[config.mk]
export PLATFORM = sky130hd
export DESIGN_NAME = btse_exec
export DESIGN_NICKNAME = d
export VERILOG_FILES = /design/src/logic/btse_pkg.sv /design/src/logic/btse_decode.sv /design/src/logic/btse_exec.sv
export VERILOG_INCLUDE_DIRS = /design/src /design/src/logic
export SDC_FILE = /design/constraint.sdc
export NUM_CORES = 1
export LEC_CHECK = 0
export BUFFER_PORTS_ARGS = -buffer_cell sky130_fd_sc_hd__buf_2
export CAP_MARGIN = 40
export CORE_MARGIN = 2
export CORE_UTILIZATION = 51
export DETAILED_ROUTE_END_ITERATION = 10
export PLACE_DENSITY = 0.83
export SYNTH_ARGS = -nofsm -noshare
export SYNTH_HDL_FRONTEND = slang
export SYNTH_SLANG_ARGS = --single-unit
[constraint.sdc]
create_clock -name ref_clk -period 6.5 [get_ports ref_clk]
set_input_delay 1.3 -clock ref_clk [delete_from_list [all_inputs] [get_ports ref_clk]]
set_output_delay 1.3 -clock ref_clk [all_outputs]
set_load 0.02 [all_outputs]
[src/logic/btse_map.svh]
// btse_map.svh: encodings, field positions and cycle counts of the
// bit-test-skip execution block.
// assumes: included by bare name from the package and the design files.
`ifndef BTSE_MAP_SVH
`define BTSE_MAP_SVH

`define BTSE_OP_CLEAR       4'hb
`define BTSE_OP_SET         4'ha
`define BTSE_OP_MSB         15
`define BTSE_OP_LSB         12
`define BTSE_BIT_MSB        11
`define BTSE_BIT_LSB        9
`define BTSE_BANK_CTL_POS   8
`define BTSE_FILE_MSB       7
`define BTSE_FILE_LSB       0
`define BTSE_IDX_LIMIT      8'h5f
`define BTSE_Q_LAST         2'h3
`define BTSE_NOP_ONE_WORD   2'h1
`define BTSE_NOP_TWO_WORD   2'h2

`endif

[src/logic/btse_pkg.sv]
// btse_pkg.sv: types shared by the bit-test-skip execution block.
// assumes: btse_map.svh is on the include path.
`include "btse_map.svh"

package btse_pkg;

    // decoded instruction fields
    typedef struct packed {
        logic       is_clear;
        logic       is_set;
        logic [2:0] bit_sel;
        logic       bank_ctl;
        logic [7:0] file_addr;
    } btse_dec_t;

    // resolved operand address
    typedef enum logic [1:0] {
        BTSE_MODE_ACCESS,
        BTSE_MODE_BANKED,
        BTSE_MODE_INDEXED
    } btse_mode_t;

    typedef struct packed {
        btse_mode_t mode;
        logic [3:0] bank;
        logic [7:0] offset;
    } btse_addr_t;

endpackage : btse_pkg

[src/logic/btse_decode.sv]
// btse_decode.sv: combinational field decode and operand addressing.
// assumes: instruction word and bank select are stable for the cycle.
`timescale 1ns/1ps
`default_nettype none
`include "btse_map.svh"

module btse_decode (
    input  wire logic [15:0]         instr,
    input  wire logic [3:0]          bank_select_register,
    input  wire logic                ext_set_en,
    output var btse_pkg::btse_dec_t  dec,
    output var btse_pkg::btse_addr_t addr
);

    wire logic [3:0] opcode;
    wire logic       small_addr;

    assign opcode = instr[`BTSE_OP_MSB:`BTSE_OP_LSB];
    assign dec.is_clear  = (opcode == `BTSE_OP_CLEAR);
    assign dec.is_set    = (opcode == `BTSE_OP_SET);
    assign dec.bit_sel   = instr[`BTSE_BIT_MSB:`BTSE_BIT_LSB];
    assign dec.bank_ctl  = instr[`BTSE_BANK_CTL_POS];
    assign dec.file_addr = instr[`BTSE_FILE_MSB:`BTSE_FILE_LSB];

    assign small_addr = (dec.file_addr <= `BTSE_IDX_LIMIT);

    // indexed mode overrides the access bank only for the low offsets
    assign addr.mode = dec.bank_ctl ? btse_pkg::BTSE_MODE_BANKED
        : (ext_set_en && small_addr) ? btse_pkg::BTSE_MODE_INDEXED
        : btse_pkg::BTSE_MODE_ACCESS;
    assign addr.bank   = dec.bank_ctl ? bank_select_register : 4'h0;
    assign addr.offset = dec.file_addr;

endmodule : btse_decode
`default_nettype wire

[src/logic/btse_exec.sv]
// btse_exec.sv: execution sequencer of the bit-test-skip instructions.
// assumes: q1_en pulses once per instruction cycle on its first quarter;
// instr is valid from that pulse; file_data is valid by the last quarter.
`timescale 1ns/1ps
`default_nettype none
`include "btse_map.svh"

// Overview of operation
// - opcode 1011 is skip-if-clear and skips when the tested bit is zero.
// - a taken skip discards the prefetched word and runs one nop cycle for a one-word victim.
// - with bank-control zero the operand lies in the access bank unless indexed mode applies.
// - with bank-control one the bank select register gives the bank.
// - bank-control zero, extended set on and address up to 5Fh is indexed.
// - skipping a two-word instruction costs two nop cycles.
// - skip-if-set skips when the tested bit is one.
// - opcode 1010 is skip-if-set with the same field layout.
module btse_exec (
    input  wire logic                 ref_clk,
    input  wire logic                 nrst,
    input  wire logic                 q1_en,
    input  wire logic [15:0]          instr,
    input  wire logic                 instr_valid,
    input  wire logic [3:0]           bank_select_register,
    input  wire logic                 ext_set_en,
    input  wire logic [7:0]           file_data,
    input  wire logic                 next_two_word,
    output var btse_pkg::btse_addr_t  file_addr,
    output logic                      file_rd,
    output logic                      busy,
    output logic                      discard_prefetch,
    output logic                      nop_cycle,
    output logic                      skip_taken,
    output logic [1:0]                cycles_used
);

    // ------------------------------------------------------------
    // quarter-cycle tracking
    // ------------------------------------------------------------
    logic [1:0] q_reg;
    logic [1:0] q_next;
    wire  logic q4_now;

    assign q_next = q1_en ? 2'h0 : q_reg + 2'h1;
    assign q4_now = (q_reg == `BTSE_Q_LAST);

    always_ff @(posedge ref_clk or negedge nrst) begin
        if (!nrst) q_reg <= `BTSE_Q_LAST;
        else       q_reg <= q_next;
    end

    // ------------------------------------------------------------
    // decode
    // ------------------------------------------------------------
    btse_pkg::btse_dec_t  dec;
    btse_pkg::btse_addr_t addr;

    btse_decode u_decode (
        .instr                (instr),
        .bank_select_register (bank_select_register),
        .ext_set_en           (ext_set_en),
        .dec                  (dec),
        .addr                 (addr)
    );

    // ------------------------------------------------------------
    // sequencer
    // ------------------------------------------------------------
    typedef enum logic [1:0] {
        BTSE_IDLE,
        BTSE_TEST,
        BTSE_NOP
    } btse_state_t;

    btse_state_t          state_reg;
    btse_state_t          state_next;
    btse_pkg::btse_dec_t  dec_reg;
    btse_pkg::btse_addr_t addr_reg;
    logic [1:0]           nop_left_reg;
    logic [1:0]           nop_left_next;
    logic [1:0]           cyc_reg;
    logic [1:0]           cyc_next;
    logic                 skip_reg;
    logic                 skip_next;
    logic                 disc_reg;
    logic                 disc_next;

    wire logic start;
    wire logic tested_bit;
    wire logic want_skip;
    wire logic [1:0] nop_count;
    wire logic is_test_op;
    wire logic test_ends;
    wire logic nop_ends;
    wire logic slot_free;
    wire logic [7:0] bit_hit;

    // ------------------------------------------------------------
    // instruction slot accounting
    // ------------------------------------------------------------
    assign is_test_op = dec.is_clear || dec.is_set;
    assign test_ends  = (state_reg == BTSE_TEST) && q4_now && !want_skip;
    assign nop_ends   = (state_reg == BTSE_NOP) && q4_now
                        && (nop_left_reg == 2'h1);
    // the word offered on a skipping test's last edge is the discarded
    // prefetch, so only a clean finish or the last nop frees the slot
    assign slot_free  = (state_reg == BTSE_IDLE) || test_ends || nop_ends;
    assign start      = q1_en && instr_valid && is_test_op && slot_free;

    // ------------------------------------------------------------
    // bit under test
    // ------------------------------------------------------------
    // one compare per bit position keeps the select a flat and-or tree
    for (genvar i = 0; i < 8; i++) begin : g_bit
        assign bit_hit[i] = (dec_reg.bit_sel == 3'(i)) && file_data[i];
    end
    assign tested_bit = |bit_hit;
    // clear variant skips on zero, set variant on one
    assign want_skip = (dec_reg.is_clear && !tested_bit)
                    || (dec_reg.is_set && tested_bit);
    // a two-word victim needs both its words flushed
    assign nop_count = next_two_word ? `BTSE_NOP_TWO_WORD
                                     : `BTSE_NOP_ONE_WORD;

    always_comb begin
        state_next    = state_reg;
        nop_left_next = nop_left_reg;
        cyc_next      = cyc_reg;
        skip_next     = 1'b0;
        disc_next     = 1'b0;
        unique case (state_reg)
            BTSE_IDLE: begin
                if (start) begin
                    state_next = BTSE_TEST;
                    cyc_next   = 2'h1;
                end
            end
            BTSE_TEST: begin
                if (q4_now) begin
                    if (want_skip) begin
                        state_next    = BTSE_NOP;
                        nop_left_next = nop_count;
                        skip_next     = 1'b1;
                        disc_next     = 1'b1;
                    end else if (start) begin
                        cyc_next   = 2'h1;         // back-to-back test
                    end else begin
                        state_next = BTSE_IDLE;
                    end
                end
            end
            BTSE_NOP: begin
                if (q4_now) begin
                    cyc_next      = cyc_reg + 2'h1;
                    nop_left_next = nop_left_reg - 2'h1;
                    if (nop_left_reg == 2'h1) begin
                        state_next = BTSE_IDLE;
                    end
                    if (start) begin
                        state_next = BTSE_TEST;
                        cyc_next   = 2'h1;
                    end
                end
            end
            default: state_next = BTSE_IDLE;
        endcase
    end

    always_ff @(posedge ref_clk or negedge nrst) begin
        if (!nrst) state_reg <= BTSE_IDLE;
        else       state_reg <= state_next;
    end

    always_ff @(posedge ref_clk or negedge nrst) begin
        if (!nrst) nop_left_reg <= 2'h0;
        else       nop_left_reg <= nop_left_next;
    end

    always_ff @(posedge ref_clk or negedge nrst) begin
        if (!nrst) cyc_reg <= 2'h0;
        else       cyc_reg <= cyc_next;
    end

    always_ff @(posedge ref_clk or negedge nrst) begin
        if (!nrst) skip_reg <= 1'b0;
        else       skip_reg <= skip_next;
    end

    always_ff @(posedge ref_clk or negedge nrst) begin
        if (!nrst) disc_reg <= 1'b0;
        else       disc_reg <= disc_next;
    end

    // operand fields are latched at the start of the test cycle
    always_ff @(posedge ref_clk or negedge nrst) begin
        if (!nrst)      dec_reg <= '0;
        else if (start) dec_reg <= dec;
    end

    always_ff @(posedge ref_clk or negedge nrst) begin
        if (!nrst)      addr_reg <= '0;
        else if (start) addr_reg <= addr;
    end

    // ------------------------------------------------------------
    // outputs
    // ------------------------------------------------------------
    assign file_addr        = addr_reg;
    assign file_rd          = (state_reg == BTSE_TEST);
    assign busy             = (state_reg != BTSE_IDLE);
    assign nop_cycle        = (state_reg == BTSE_NOP);
    assign discard_prefetch = disc_reg;
    assign skip_taken       = skip_reg;
    assign cycles_used      = cyc_reg;

endmodule : btse_exec
`default_nettype wire

# Yosys cells after proc, flatten, opt, wreduce, memory -nomap -nowiden
# Cells that the tools add are included.
[classes] mul=0 n_div=0 add_sub_neg=3 mux=26 n_lt_le_gt_ge=1 bitwise=0 reduce_logical=33 n_eq_ne=20 shifts=0
[op_table] cell="$mux 2" count=19
[op_table] cell="$logic_and 1x1->1" count=18
[op_table] cell="$eq 3x3->1 const B" count=4
[op_table] cell="$pmux 2 s3" count=2
[op_table] cell="$eq 4x4->1 const B" count=2
[op_table] cell="$le 8x7->1 const B" count=1
[op_table] cell="$reduce_and 4->1" count=2
[op_table] cell="$reduce_or 8->1" count=1
[op_table] cell="$eq 3x2->1 const B" count=2
[op_table] cell="$ne 2x1->1 const B" count=3
[op_table] cell="$reduce_and 5->1" count=1
[op_table] cell="$add 2x1->2 const B" count=2
[op_table] cell="$eq 2x1->1 const B" count=2
[op_table] cell="$eq 2x2->1 const B" count=2
[op_table] cell="$logic_or 1x1->1" count=4
[op_table] cell="$mux 4" count=1
[op_table] cell="$ne 2x2->1 const B" count=2
[op_table] cell="$pmux 2 s2" count=1
[op_table] cell="$reduce_bool 2->1" count=2
[op_table] cell="$eq 3x1->1 const B" count=1
[op_table] cell="$logic_not 3->1" count=1
[op_table] cell="$mux 1" count=3
[op_table] cell="$ne 3x1->1 const B" count=1
[op_table] cell="$ne 3x2->1 const B" count=1
[op_table] cell="other kinds (4)" count=5
[totals] memories=0 romBits=0 inputBits=34 word_cells=94 ram_bits=0 latchBits=0 reg_bits=28

# Depth between registers and ports, before layout
# Gate-level depths: netlist of run 1.
[logic_depth] word_depth=15 ltp_mapped=8 mapped_depth_nobuf=7

# By module
# Synthesis of run 1 repeated with hierarchy kept, for this count alone.
[unflattened] cells_unflattened=141 area_unflattened_um2=1619.1
[by_module_without_submodules] mod="btse_exec" n_inst=1 area_per_inst_um2=1397.6 cells_per_inst=112 seq_area_each_um2=703.2
[by_module_without_submodules] mod="btse_decode" n_inst=1 area_per_inst_um2=221.5 cells_per_inst=29 seq_area_each_um2=0.0

# Worst setup path after synthesis of run 1
# No wires, ideal clock.
[synth_path] path_type="input-to-reg" from="in file_data[7]" to="reg dec_reg[11] (netlist bit)" arrival_time_ps=2814 path_stages=6 slack_ps=3561 path_buffers=1 setup_ps=125 path_cell_list="mux2i_1 > mux4_2 > mux2i_4 > nor2_4 > buf_6 > mux2_4"
[synth_between] elab_chain_len=10 word_cells_on_any_way=11 classes_between="11 x reduce/logical"
[synth_lines] item="from (decl)" line_no="btse_exec.sv:25" rtl="input wire logic [7:0] file_data,"
[synth_lines] item="$logic_and 1x1->1 *" line_no="btse_exec.sv:114" rtl="assign bit_hit[i] = (dec_reg.bit_sel == 3'(i)) && file_data[i];"
[synth_lines] item="$reduce_or 8->1 *" line_no="btse_exec.sv:116" rtl="assign tested_bit = |bit_hit;"
[synth_lines] item="$logic_not 1->1" line_no="btse_exec.sv:118" rtl="assign want_skip = (dec_reg.is_clear && !tested_bit)"
[synth_lines] item="$logic_and 1x1->1" line_no="btse_exec.sv:118"
[synth_lines] item="$logic_or 1x1->1 *" line_no="btse_exec.sv:119" rtl="|| (dec_reg.is_set && tested_bit);"
[synth_lines] item="$logic_not 1->1 *" line_no="btse_exec.sv:101" rtl="assign test_ends = (state_reg == BTSE_TEST) && q4_now && !want_skip;"
[synth_lines] item="$logic_and 1x1->1 *" line_no="btse_exec.sv:101"
[synth_lines] item="$logic_or 1x1->1 * (2 in series)" line_no="btse_exec.sv:106" rtl="assign slot_free = (state_reg == BTSE_IDLE) || test_ends || nop_ends;"
[synth_lines] item="$logic_and 1x1->1 *" line_no="btse_exec.sv:107" rtl="assign start = q1_en && instr_valid && is_test_op && slot_free;"
[synth_lines] item="to (signal assigned)" line_no="btse_exec.sv:195" rtl="if (!nrst) dec_reg <= '0;"
[synth_lines] item="to (signal assigned)" line_no="btse_exec.sv:196" rtl="else if (start) dec_reg <= dec;"
[synth_lines] item="to (decl)" line_no="btse_exec.sv:76" rtl="btse_pkg::btse_dec_t dec_reg;"
# Every way passes the cells marked *; elsewhere a longest branch is shown, timed or not.
# A chain may end at the register's enable or synchronous reset.

# Worst setup path in the final report of run 1
[layout_path] from="in file_data[3]" to="reg addr_reg (netlist bit file_addr[6])"
[layout_between] elab_chain_len=10 word_cells_on_any_way=11 classes_between="11 x reduce/logical"
[layout_lines] item="$logic_and 1x1->1 *" line_no="btse_exec.sv:114"
[layout_lines] item="$reduce_or 8->1 *" line_no="btse_exec.sv:116"
[layout_lines] item="$logic_not 1->1" line_no="btse_exec.sv:118"
[layout_lines] item="$logic_and 1x1->1" line_no="btse_exec.sv:118"
[layout_lines] item="$logic_or 1x1->1 *" line_no="btse_exec.sv:119"
[layout_lines] item="$logic_not 1->1 *" line_no="btse_exec.sv:101"
[layout_lines] item="$logic_and 1x1->1 *" line_no="btse_exec.sv:101"
[layout_lines] item="$logic_or 1x1->1 * (2 in series)" line_no="btse_exec.sv:106"
[layout_lines] item="$logic_and 1x1->1 *" line_no="btse_exec.sv:107"
[layout_lines] item="to (signal assigned)" line_no="btse_exec.sv:201" rtl="else if (start) addr_reg <= addr;"
[layout_lines] item="to (decl)" line_no="btse_exec.sv:77" rtl="btse_pkg::btse_addr_t addr_reg;"
# Marks and branches as above.

==> results by group, run 1 <==
Layout
  – Share of cells above drive strength 1: 47.3%
  – Max FFs per register: 14
  – Antenna cells: 0
  – Layout area overhead: 23.3%
  – Core Util, Final: around two thirds
  – # nets final: 204

Synth
  – Largest family of logic cells by synthesized area: multiplexers
  – Simple-gate portion of the synthesized area: around 8.8%
  – Register area share after synthesis: between 50% and 60%
  – Synth Flop Type: dfrtp_1
  – #FFs+latches synth: 28
  – Synth warn: 0
  – Cell area after synthesis: about 1400 um2
  – Avg Cell Area, Syn: ~12 um2
  – Cell variety after synth: 33
  – Post-synth EDFFs: 0
  – Mapped Nets: 151
  – Synth Instances: 115
  – Area leader, netlist: dfrtp_1
  – Mux share of post-synthesis cell area: 21.2%
  – Most instantiated library cell after synthesis: dfrtp_1
  – Commonest cells in the netlist: dfrtp_1 (26), nand2_1 (10), mux2_4 (8)
  – Synth Area in Compound Gates: 11.8%
  – Synth Area in Adders: 1.81%
  – Top cell type's share of synthesized area: 47.0%
  – Top cells by area, synth: dfrtp_1 (47%), mux2_4 (8.7%), mux2_2 (4.9%)
  – Xor/xnor share of the synthesized area: under 10%
  – Ys async rst share: 100%

Clock tree
  – Sink Count: 28
  – CTS tree: built
  – Clock transition at path regs: between 0.15 and 0.2 ns
  – PostCTS Resize Cnt: 0
  – Clock Tree Root: clkbuf_4
  – Hold-fix buffers at CTS: 0
  – Cts bufs inserted: 3
  – Worst-Skew Late Latency: roughly 0.33 ns
  – Maximum clock path buffer count: 2
  – Post-CTS Setup Inserts: 0
  – CTS H-tree depth: 1

Die
  – Ports: 55
  – Starting density of the core: a little over half
  – Die boundary width: 56.1 um
  – Core area: approximately 2500 um2
  – Die Ht: 56.1 um
  – FP Rows: 18
  – DIE AREA: around 3100 um2

Worst hold path
  – Hold depth: 1
  – Worst hold-check path type: flop to flop

Global route
  – Number of global-route vias before repair: 1081
  – Met3 Use GR: under 10%
  – Largest net degree at the start of global routing: 29
  – GRT busiest layer: met2
  – First-pass GRT wire length: between 4000 and 5000 um
  – Antenna violations before repair: 0
  – Tot GR Track Use: 19.4%
  – M2 GR Usage: 34.6%
  – M1 GR Usage: 23.2%
  – Grt total ovfl: 0

Outcome
  – Status: complete, no violations

Worst setup path
  – Total stage count of the critical path: 6
  – Critical Path AT: 3.14 ns
  – Critical setup path kind: input pin to flop
  – Max incr delay on CP: about 0.58 ns
  – CP Max Fanout: 16
  – CP max-delay cell: mux4_2
  – CP Cell Sequence: buf_2 -> mux2i_1 -> mux4_2 -> mux2i_4 -> nor2_4 -> mux2_2
  – CP Buf/Inv Count: 1
  – CP startpoint kind: input pin
  – WP data required: 6.74 ns
  – Cell count of the worst reg-to-reg path: 6
  – Setup crit end kind: flop
  – Crit path max-delay family: multiplexers

Timing
  – Setup WS post-layout: approximately 3.6 ns
  – Max-slew violation count: 0
  – Endpoints failing setup: 0
  – Final TNS setup: 0 ns
  – Fin crit period: 2.90 ns
  – Clock skew: roughly 0.0065 ns
  – Least-Margin Pin Slew: approximately 0.6 ns
  – Hold slack: 0.509 ns
  – RSZ-0062 raised after global routing: no
  – Fin crit share: 44.6%
  – Achievable frequency: 0.345 GHz
  – Hold Vio Cnt, Final: 0
  – Worst slew margin: 60.1%

Routing
  – Total wire length: between 2000 and 3000 um
  – Vias per cell: approximately 5.4
  – Initial DRT Pass Iterations: 4
  – Via count: 1063
  – Final ANT Viol Nets: 0
  – WL per Instance: 14.8 um
  – Initial DRC count: 24
  – Drt drc: 0

Power
  – LEAKAGE: 0.870 nW
  – Power per cell area: 429 nW/um2
  – Peak supply drop: 0.000277 V

Flow run
  – MaxCap Viol Count: 0

Placed design
  – IO Port Bufs: 54
  – Final HPWL DP: about 2300 um
  – Routability cong.: around 0.81
  – Pre-CTS setup slack: ~3.2 ns
## path summary, 6_finish.rpt
kind	from	slack, ns	to
max	file_data[3]	3.60	file_addr[6]
min	q_reg[0]	0.51	q_reg[0]
max reg2reg	q_reg[0]	4.02	file_addr[6]
min reg2reg	q_reg[0]	0.51	q_reg[0]
max in group asynchronous	nrst	5.16	discard_prefetch
min in group asynchronous	nrst	0.95	cycles_used[1]
## per-layer routing
metal  routed length [um]  share of wire, %
met4                   23              0.79
met5                    0                 0
met3                  148               5.1
met2                 1530                53
met1                 1210                41
## cell usage in the layout, fill, tap and decap left out, drive strengths merged, types with 3 or more instances in the layout
| cell type | Yosys | routed |
|---|---|---|
| mux2 | 14 | 14 |
| dfrtp | 26 | 26 |
| inv | 6 | 6 |
| nor2 | 4 | 4 |
| nand2 | 10 | 10 |
| mux2i | 7 | 7 |
| o31ai | 5 | 5 |
| buf | 3 | 54 |
| o21ai | 7 | 7 |
| clkbuf | 3 | 3 |
| o22ai | 3 | 3 |
| a21oi | 3 | 3 |
## layout make-up
cell class | count | area (um2)
fillers | 200 | 816
flip-flops and latches | 28 | 703
multi-input cells | 75 | 621
repair buffers | 54 | 270
well taps | 30 | 37.5
clock inverters | 1 | 30.0
clock buffers | 3 | 22.5
inverters | 6 | 22.5
## logic make-up (layout without fill, tap and decap cells)
logic type,Yosys count,count (layout)
DFF,28,28
AOI/OAI and AO/OA,25,25
and+or+nand+nor,24,24
muxes,22,22
buffers and inverters,12,64
adders and majority gates,2,2
xor gates and xnor gates,2,2
## metrics by stage
step	total power [mW]	instance area, um2	cells
final	0.732	1710	197
after CTS	0.735	1710	197
after detailed placement	0.620	1650	193
after global placement	0.604	1650	193
after floorplan	0.524	1380	115
after global routing	0.774	1710	197
## power breakdown
part | switching [mW] | internal, mW
Sequential | 0.0540 | 0.240
Clock | 0.0535 | 0.0624
Combinational | 0.175 | 0.147
No activity file was read; power rests on OpenSTA's default activity.
==> run 2: changes to the inputs <==
--- a/config.mk
+++ b/config.mk
@@ -9,9 +9,9 @@
 export BUFFER_PORTS_ARGS = -buffer_cell sky130_fd_sc_hd__buf_2
 export CAP_MARGIN = 40
 export CORE_MARGIN = 2
-export CORE_UTILIZATION = 51
+export CORE_UTILIZATION = 43
 export DETAILED_ROUTE_END_ITERATION = 10
-export PLACE_DENSITY = 0.83
+export PLACE_DENSITY = 0.75
 export SYNTH_ARGS = -nofsm -noshare
 export SYNTH_HDL_FRONTEND = slang
 export SYNTH_SLANG_ARGS = --single-unit
==> constraint.sdc (replaced) <==
create_clock -name ref_clk -period 2.4 [get_ports ref_clk]
set_input_delay 0.48 -clock ref_clk [delete_from_list [all_inputs] [get_ports ref_clk]]
set_output_delay 0.48 -clock ref_clk [all_outputs]
set_load 0.02 [all_outputs]
==> results by group, run 2 (same netlist as run 1, synthesis figures left out) <==
Timing
  – Achievable frequency: 0.444 GHz
  – Worst slew margin: 60.0% (was 60.1%)
  – Endpoints failing setup: 0 (unchanged)
  – Final TNS setup: 0 ns (unchanged)
  – Least-Margin Pin Slew: 0.601 ns (was 0.598 ns)
  – Clock skew: 0.00483 ns (was 0.00646 ns)
  – Max-slew violation count: 0 (unchanged)
  – RSZ-0062 raised after global routing: no (unchanged)
  – Fin crit period: roughly 2.3 ns
  – Hold Vio Cnt, Final: 0 (unchanged)
  – Fin crit share: 93.9%

Worst setup path
  – Setup crit end kind: flop (unchanged)
  – CP max-delay cell: mux4_2 (unchanged)
  – R2R Path Start: dec_reg[11] (was q_reg[0])
  – CP Max Fanout: 15 (was 16)
  – CP Cell Sequence: mux2i_1 -> mux4_2 -> mux2i_4 -> nor2_4 -> buf_12 -> mux2_2 (was buf_2 -> mux2i_1 -> mux4_2 -> mux2i_4 -> nor2_4 -> mux2_2)
  – Worst R2R Setup Slack: 0.15 ns (was 4.02 ns)
  – CP startpoint kind: flop (was input pin)
  – R2r endpoint: dec_reg[10] (was file_addr[6])
  – Critical Path AT: 2.47 ns (was 3.14 ns)
  – Max incr delay on CP: 0.56 ns (was 0.58 ns)
  – Cell count of the worst reg-to-reg path: 6 (unchanged)
  – Critical setup path kind: flop to flop (was input pin to flop)
  – WP data required: 2.62 ns (was 6.74 ns)

Layout
  – Core Util, Final: 57.4% (was 67.7%)
  – Fin area: 1750 um2 (was 1710 um2)
  – Share of cells above drive strength 1: 47.9% (was 47.3%)
  – Commonest non-fill, non-tap cell in the layout: buf_2 (unchanged)
  – Layout area overhead: 26.6% (was 23.3%)
  – Fin cells: 213 (was 197)
  – Antenna cells: 0 (unchanged)
  – Register area: 703 um2 (unchanged)
  – Max FFs per register: 14 (unchanged)
  – # nets final: 206 (was 204)
  – Commonest cells after routing, fill and taps aside: buf_2 (54), dfrtp_1 (26), nand2_1 (10), mux2_4 (8), o21ai_0 (7) (unchanged)
  – Fill cells: 281 (was 200)
  – Multi-input logic area: 621 um2 (unchanged)

Routing
  – WL per Instance: 13.3 um (was 14.8 um)
  – Initial DRC count: 27 (was 24)
  – Initial DRT Pass Iterations: 4 (unchanged)
  – Vias per cell: 5.10 (was 5.40)
  – Drt drc: 0 (unchanged)
  – Via count: 1087 (was 1063)
  – Final ANT Viol Nets: 0 (unchanged)
  – Total wire length: 2830 um (was 2910 um)

Global route
  – Tot GR Track Use: 16.2% (was 19.4%)
  – Grt total ovfl: 0 (unchanged)
  – Largest net degree at the start of global routing: 29 (unchanged)
  – Number of global-route vias before repair: 1072 (was 1081)
  – First-pass GRT wire length: 4460 um (was 4860 um)
  – Antenna violations before repair: 0 (unchanged)

Clock tree
  – Hold-fix buffers at CTS: 0 (unchanged)
  – Cts bufs inserted: 3 (unchanged)
  – Worst-Skew Late Latency: 0.32 ns (was 0.33 ns)
  – CTS tree: built (unchanged)
  – Clock Tree Root: clkbuf_4 (unchanged)
  – Post-CTS Setup Inserts: 0 (unchanged)
  – Clock transition at path regs: 0.15 ns (was 0.16 ns)
  – PostCTS Resize Cnt: 0 (unchanged)
  – Maximum clock path buffer count: 2 (unchanged)
  – Sink Count: 28 (unchanged)
  – CTS H-tree depth: 1 (unchanged)

Placed design
  – Placed insts: 209 (was 193)
  – IO Port Bufs: 54 (unchanged)
  – DP Area: 1700 um2 (was 1650 um2)
  – Routability cong.: 0.784 (was 0.806)
  – Final HPWL DP: 2250 um (about the same)

Power
  – Power per cell area: 1130 nW/um2 (was 429 nW/um2)
  – LEAKAGE: 0.884 nW (was 0.870 nW)
  – Peak supply drop: 0.000481 V (was 0.000277 V)

Flow run
  – MaxCap Viol Count: 0 (unchanged)

Die
  – Core area: 3050 um2 (was 2520 um2)
  – FP Rows: 20 (was 18)
  – Die Ht: 60.7 um (was 56.1 um)
  – Die boundary width: 60.7 um (was 56.1 um)
  – Starting density of the core: 45.3% (was 54.9%)
  – DIE AREA: 3690 um2 (was 3150 um2)
  – Ports: 55 (unchanged)

Worst hold path
  – Worst hold-check path type: input pin to asynchronous set/reset pin (was flop to flop)

Outcome
  – Status: complete, no violations (unchanged)
run 2: changes by cell type in the layout (fill, tap and decap cells not counted), sizes merged:
cell	previous run	this run
buf	54	56
run 2: final cells by class:
cell class | instances | share of cell area (%)
Sequential cell | 28 | 40.1
Clock buffer | 3 | 1.29
Timing Repair Buffer | 56 | 17.0
Tap cell | 44 | 3.14
Inverter | 6 | 1.29
Clock inverter | 1 | 1.71
Multi-Input combinational cell | 75 | 35.4
run 2: how the worst max path moves through the flow:
stage / from / end / slack (ns) / cells after the start
final: dec_reg[11] / dec_reg[10] / 0.15 / 6
after floorplan: q_reg[0] / dec_reg[11] / 0.18 / 8
after global placement: file_data[7] / file_addr[6] / 0.18 / 7
after CTS: dec_reg[11] / dec_reg[10] / 0.13 / 6
after detailed placement: file_data[6] / dec_reg[10] / 0.13 / 7
after global routing: dec_reg[11] / dec_reg[10] / 0.06 / 6
run 2: metal layers:
layer	vias to the layer above	global-route usage [%]	routed length, um
met3	4	1.49	124
met4	0	5.90	48
met1	537	19.6	1180
li1	515	-	-
met5	-	0	0
met2	31	29.8	1480
run 2: critical path: cells and delay by family, from the launching register on:
family	cells	cell delay (ns)
buf+inv	1	0.17
flops	1	0.49
mux	4	1.34
simple gates	1	0.14
run 2: stage by stage:
stage               setup slack [ns]  hold slack [ns]  power, mW
detailed placement             0.127            0.481       1.69
CTS                            0.127            0.162       1.99
floorplan                      0.182            0.184       1.42
global route                  0.0605            0.178       2.10
finish                         0.146            0.145       1.97
global placement               0.183            0.471       1.64
run 2: power breakdown:
group	internal [mW]	switching [mW]
Sequential	0.650	0.147
Combinational	0.402	0.473
Clock	0.169	0.133
==> run 3: changes to the inputs <==
--- a/config.mk
+++ b/config.mk
@@ -6,12 +6,13 @@
 export SDC_FILE = /design/constraint.sdc
 export NUM_CORES = 1
 export LEC_CHECK = 0
-export BUFFER_PORTS_ARGS = -buffer_cell sky130_fd_sc_hd__buf_2
 export CAP_MARGIN = 40
 export CORE_MARGIN = 2
-export CORE_UTILIZATION = 43
+export CORE_UTILIZATION = 55
 export DETAILED_ROUTE_END_ITERATION = 10
-export PLACE_DENSITY = 0.75
+export DONT_BUFFER_PORTS = 1
+export PLACE_DENSITY = 0.73
 export SYNTH_ARGS = -nofsm -noshare
 export SYNTH_HDL_FRONTEND = slang
+export SYNTH_HIERARCHICAL = 1
 export SYNTH_SLANG_ARGS = --single-unit
==> results by group, run 3 <==
Outcome
  – Status: complete, no violations (unchanged)

Placed design
  – Final HPWL DP: 2080 um (was 2250 um)
  – Routability cong.: 0.755 (was 0.784)
  – Pre-CTS setup slack: 0.0418 ns (was 0.127 ns)
  – Placed insts: 151 (was 209)
  – IO Port Bufs: 0 (was 54)

Timing
  – Clock skew: 0.0135 ns (was 0.00483 ns)
  – Hold Vio Cnt, Final: 0 (unchanged)
  – Achievable frequency: 0.431 GHz (was 0.444 GHz)
  – Max-slew violation count: 0 (unchanged)
  – Least-Margin Pin Slew: 0.517 ns (was 0.601 ns)
  – Final TNS setup: 0 ns (unchanged)
  – Fin crit share: 96.6% (was 93.9%)
  – Endpoints failing setup: 0 (unchanged)
  – Fin crit period: 2.32 ns (was 2.25 ns)
  – Worst slew margin: 64.5% (was 60.0%)
  – Setup WS post-layout: 0.0816 ns (was 0.146 ns)
  – RSZ-0062 raised after global routing: no (unchanged)

Die
  – Die boundary width: 57.1 um (was 60.7 um)
  – DIE AREA: 3260 um2 (was 3690 um2)
  – Core area: 2710 um2 (was 3050 um2)
  – Die Ht: 57.1 um (was 60.7 um)
  – Starting density of the core: 57.2% (was 45.3%)
  – FP Rows: 19 (was 20)
  – Ports: 55 (unchanged)

Worst setup path
  – CP Max Fanout: 7 (was 15)
  – CP Buf/Inv Count: 1 (unchanged)
  – CP startpoint kind: flop (unchanged)
  – WP data required: 2.62 ns (about the same)
  – Crit-path most repeated cell: mux2_4
  – Critical setup path kind: flop to flop (unchanged)
  – CP Cell Sequence: mux4_1 -> mux2_4 -> mux2i_4 -> a31o_4 -> clkbuf_16 -> mux2_4 (was mux2i_1 -> mux4_2 -> mux2i_4 -> nor2_4 -> buf_12 -> mux2_2)
  – Crit path max-delay family: multiplexers (unchanged)
  – Cell count of the worst reg-to-reg path: 6 (unchanged)
  – Total stage count of the critical path: 6 (unchanged)
  – Critical Path AT: 2.54 ns (was 2.47 ns)
  – CP max-delay cell: mux4_1 (was mux4_2)
  – Max incr delay on CP: 0.56 ns (about the same)
  – Setup crit end kind: flop (unchanged)

Worst hold path
  – Hold depth: 1
  – Worst hold-check path type: input pin to flop (was input pin to asynchronous set/reset pin)

Routing
  – Met1 wire length: 1150 um (was 1180 um)
  – Initial DRT Pass Iterations: 4 (unchanged)
  – Via count: 958 (was 1087)
  – Top routing layer in use: met4 (unchanged)
  – WL per Instance: 17.6 um (was 13.3 um)
  – Final ANT Viol Nets: 0 (unchanged)
  – WL met3: 222 um (was 124 um)
  – Drt drc: 0 (unchanged)
  – Vias per cell: 6.03 (was 5.10)
  – Total wire length: 2790 um (was 2830 um)
  – Initial DRC count: 24 (was 27)
  – Wire length on met2: 1400 um (was 1480 um)

Clock tree
  – Worst-Skew Late Latency: 0.33 ns (was 0.32 ns)
  – Maximum clock path buffer count: 2 (unchanged)
  – Sink Count: 28 (unchanged)
  – Clock transition at path regs: 0.15 ns (about the same)
  – Clock Tree Root: clkbuf_4 (unchanged)
  – CTS tree: built (unchanged)
  – CTS H-tree depth: 1 (unchanged)
  – Cts bufs inserted: 3 (unchanged)

Global route
  – Number of global-route vias before repair: 946 (was 1072)
  – Largest net degree at the start of global routing: 29 (unchanged)
  – Tot GR Track Use: 17.9% (was 16.2%)
  – Antenna violations before repair: 0 (unchanged)
  – Grt total ovfl: 0 (unchanged)
  – First-pass GRT wire length: 4480 um (was 4460 um)

Power
  – Switching Share: 35.9% (was 38.2%)
  – Peak supply drop: 0.000639 V (was 0.000481 V)
  – LEAKAGE: 0.742 nW (was 0.884 nW)
  – Internal power: 0.922 mW (was 1.22 mW)
  – Clock network fraction of total power: 15.7% (was 15.3%)
  – Power per cell area: 887 nW/um2 (was 1130 nW/um2)
  – Tot Pwr: 1.44 mW (was 1.97 mW)
  – Switching pwr: 0.517 mW (was 0.753 mW)
  – Seq pwr share: 57.4% (was 40.4%)
  – Logic pwr share: 26.9% (was 44.3%)

Layout
  – Layout area overhead: 4.60% (was 26.6%)
  – Share of cells above drive strength 1: 28.1% (was 47.9%)
  – Commonest non-fill, non-tap cell in the layout: dfrtp_1 (was buf_2)
  – Antenna cells: 0 (unchanged)
  – # nets final: 165 (was 206)
  – Commonest cells after routing, fill and taps aside: dfrtp_1 (26), mux2_4 (9), mux2_2 (9), nand2_1 (7) (was buf_2 (54), dfrtp_1 (26), nand2_1 (10), mux2_4 (8), o21ai_0 (7))
  – Max FFs per register: 14 (unchanged)
  – Fin cells: 159 (was 213)

Synth
  – Mapped Nets: 168 (was 151)
  – Cell area after synthesis: 1550 um2 (was 1380 um2)
  – Synth warn: 6 (was 0)
  – Avg Cell Area, Syn: 11.8 um2 (was 12.0 um2)
  – Synth Instances: 132 (was 115)

Flow run
  – MaxCap Viol Count: 0 (unchanged)
run 3: layout make-up:
cell class / instances / area (um2)
inverter: 6 / 22.5
sequential: 28 / 703
tap: 31 / 38.8
clock buffer: 4 / 36.3
timing repair buffer: 10 / 120
multi-input combinational: 80 / 702
fill: 242 / 1090
run 3: what timing repair did:
action,4_1_cts,5_1_grt
hold buffers,2,0
hold endpoints to repair,28,0
resized for setup,0,3
setup buffers,0,1
setup endpoints to repair,0,12
run 3: power groups by stage:
stage                     clock (mW)  sequential, mW  combinational [mW]
after CTS                      0.239           0.828               0.372
after floorplan                    0           0.786               0.336
after global placement             0           0.832               0.339
final                          0.226           0.826               0.387
after global routing           0.253           0.849               0.434
after detailed placement           0           0.838               0.357
run 3: worst paths after layout:
path                             from            to  slack [ns]
min in group asynchronous        nrst   dec_reg[12]        0.55
max reg2reg                dec_reg[9]  file_addr[5]        0.08
max in group asynchronous        nrst      q_reg[0]        1.63
max                        dec_reg[9]  file_addr[5]        0.08
min reg2reg                  q_reg[0]      q_reg[0]        0.50
min                             q1_en      q_reg[0]        0.15
run 3: metal layers:
layer	GRT usage [%]	vias to the layer above
li1	-	457
met1	23.4	465
met2	27.8	34
met3	6.80	2
met4	5.32	0
met5	0	-
run 3: worst register-to-register path, cell delays in order, from the launching register on:
cell	delay, ns
dfrtp_1	0.42
mux4_1	0.56
mux2_4	0.32
mux2i_4	0.20
a31o_4	0.26
clkbuf_16	0.17
mux2_4	0.30
run 3: through the flow:
stage	utilization (%)	hold WS (ns)	cell area, um2
5_1_grt	59.9	0.125	1620
2_1_floorplan	-	0.184	1550
4_1_cts	58.0	0.140	1570
3_3_place_gp	55.6	0.185	1510
6_report	59.9	0.153	1620
3_5_place_dp	55.6	0.185	1510
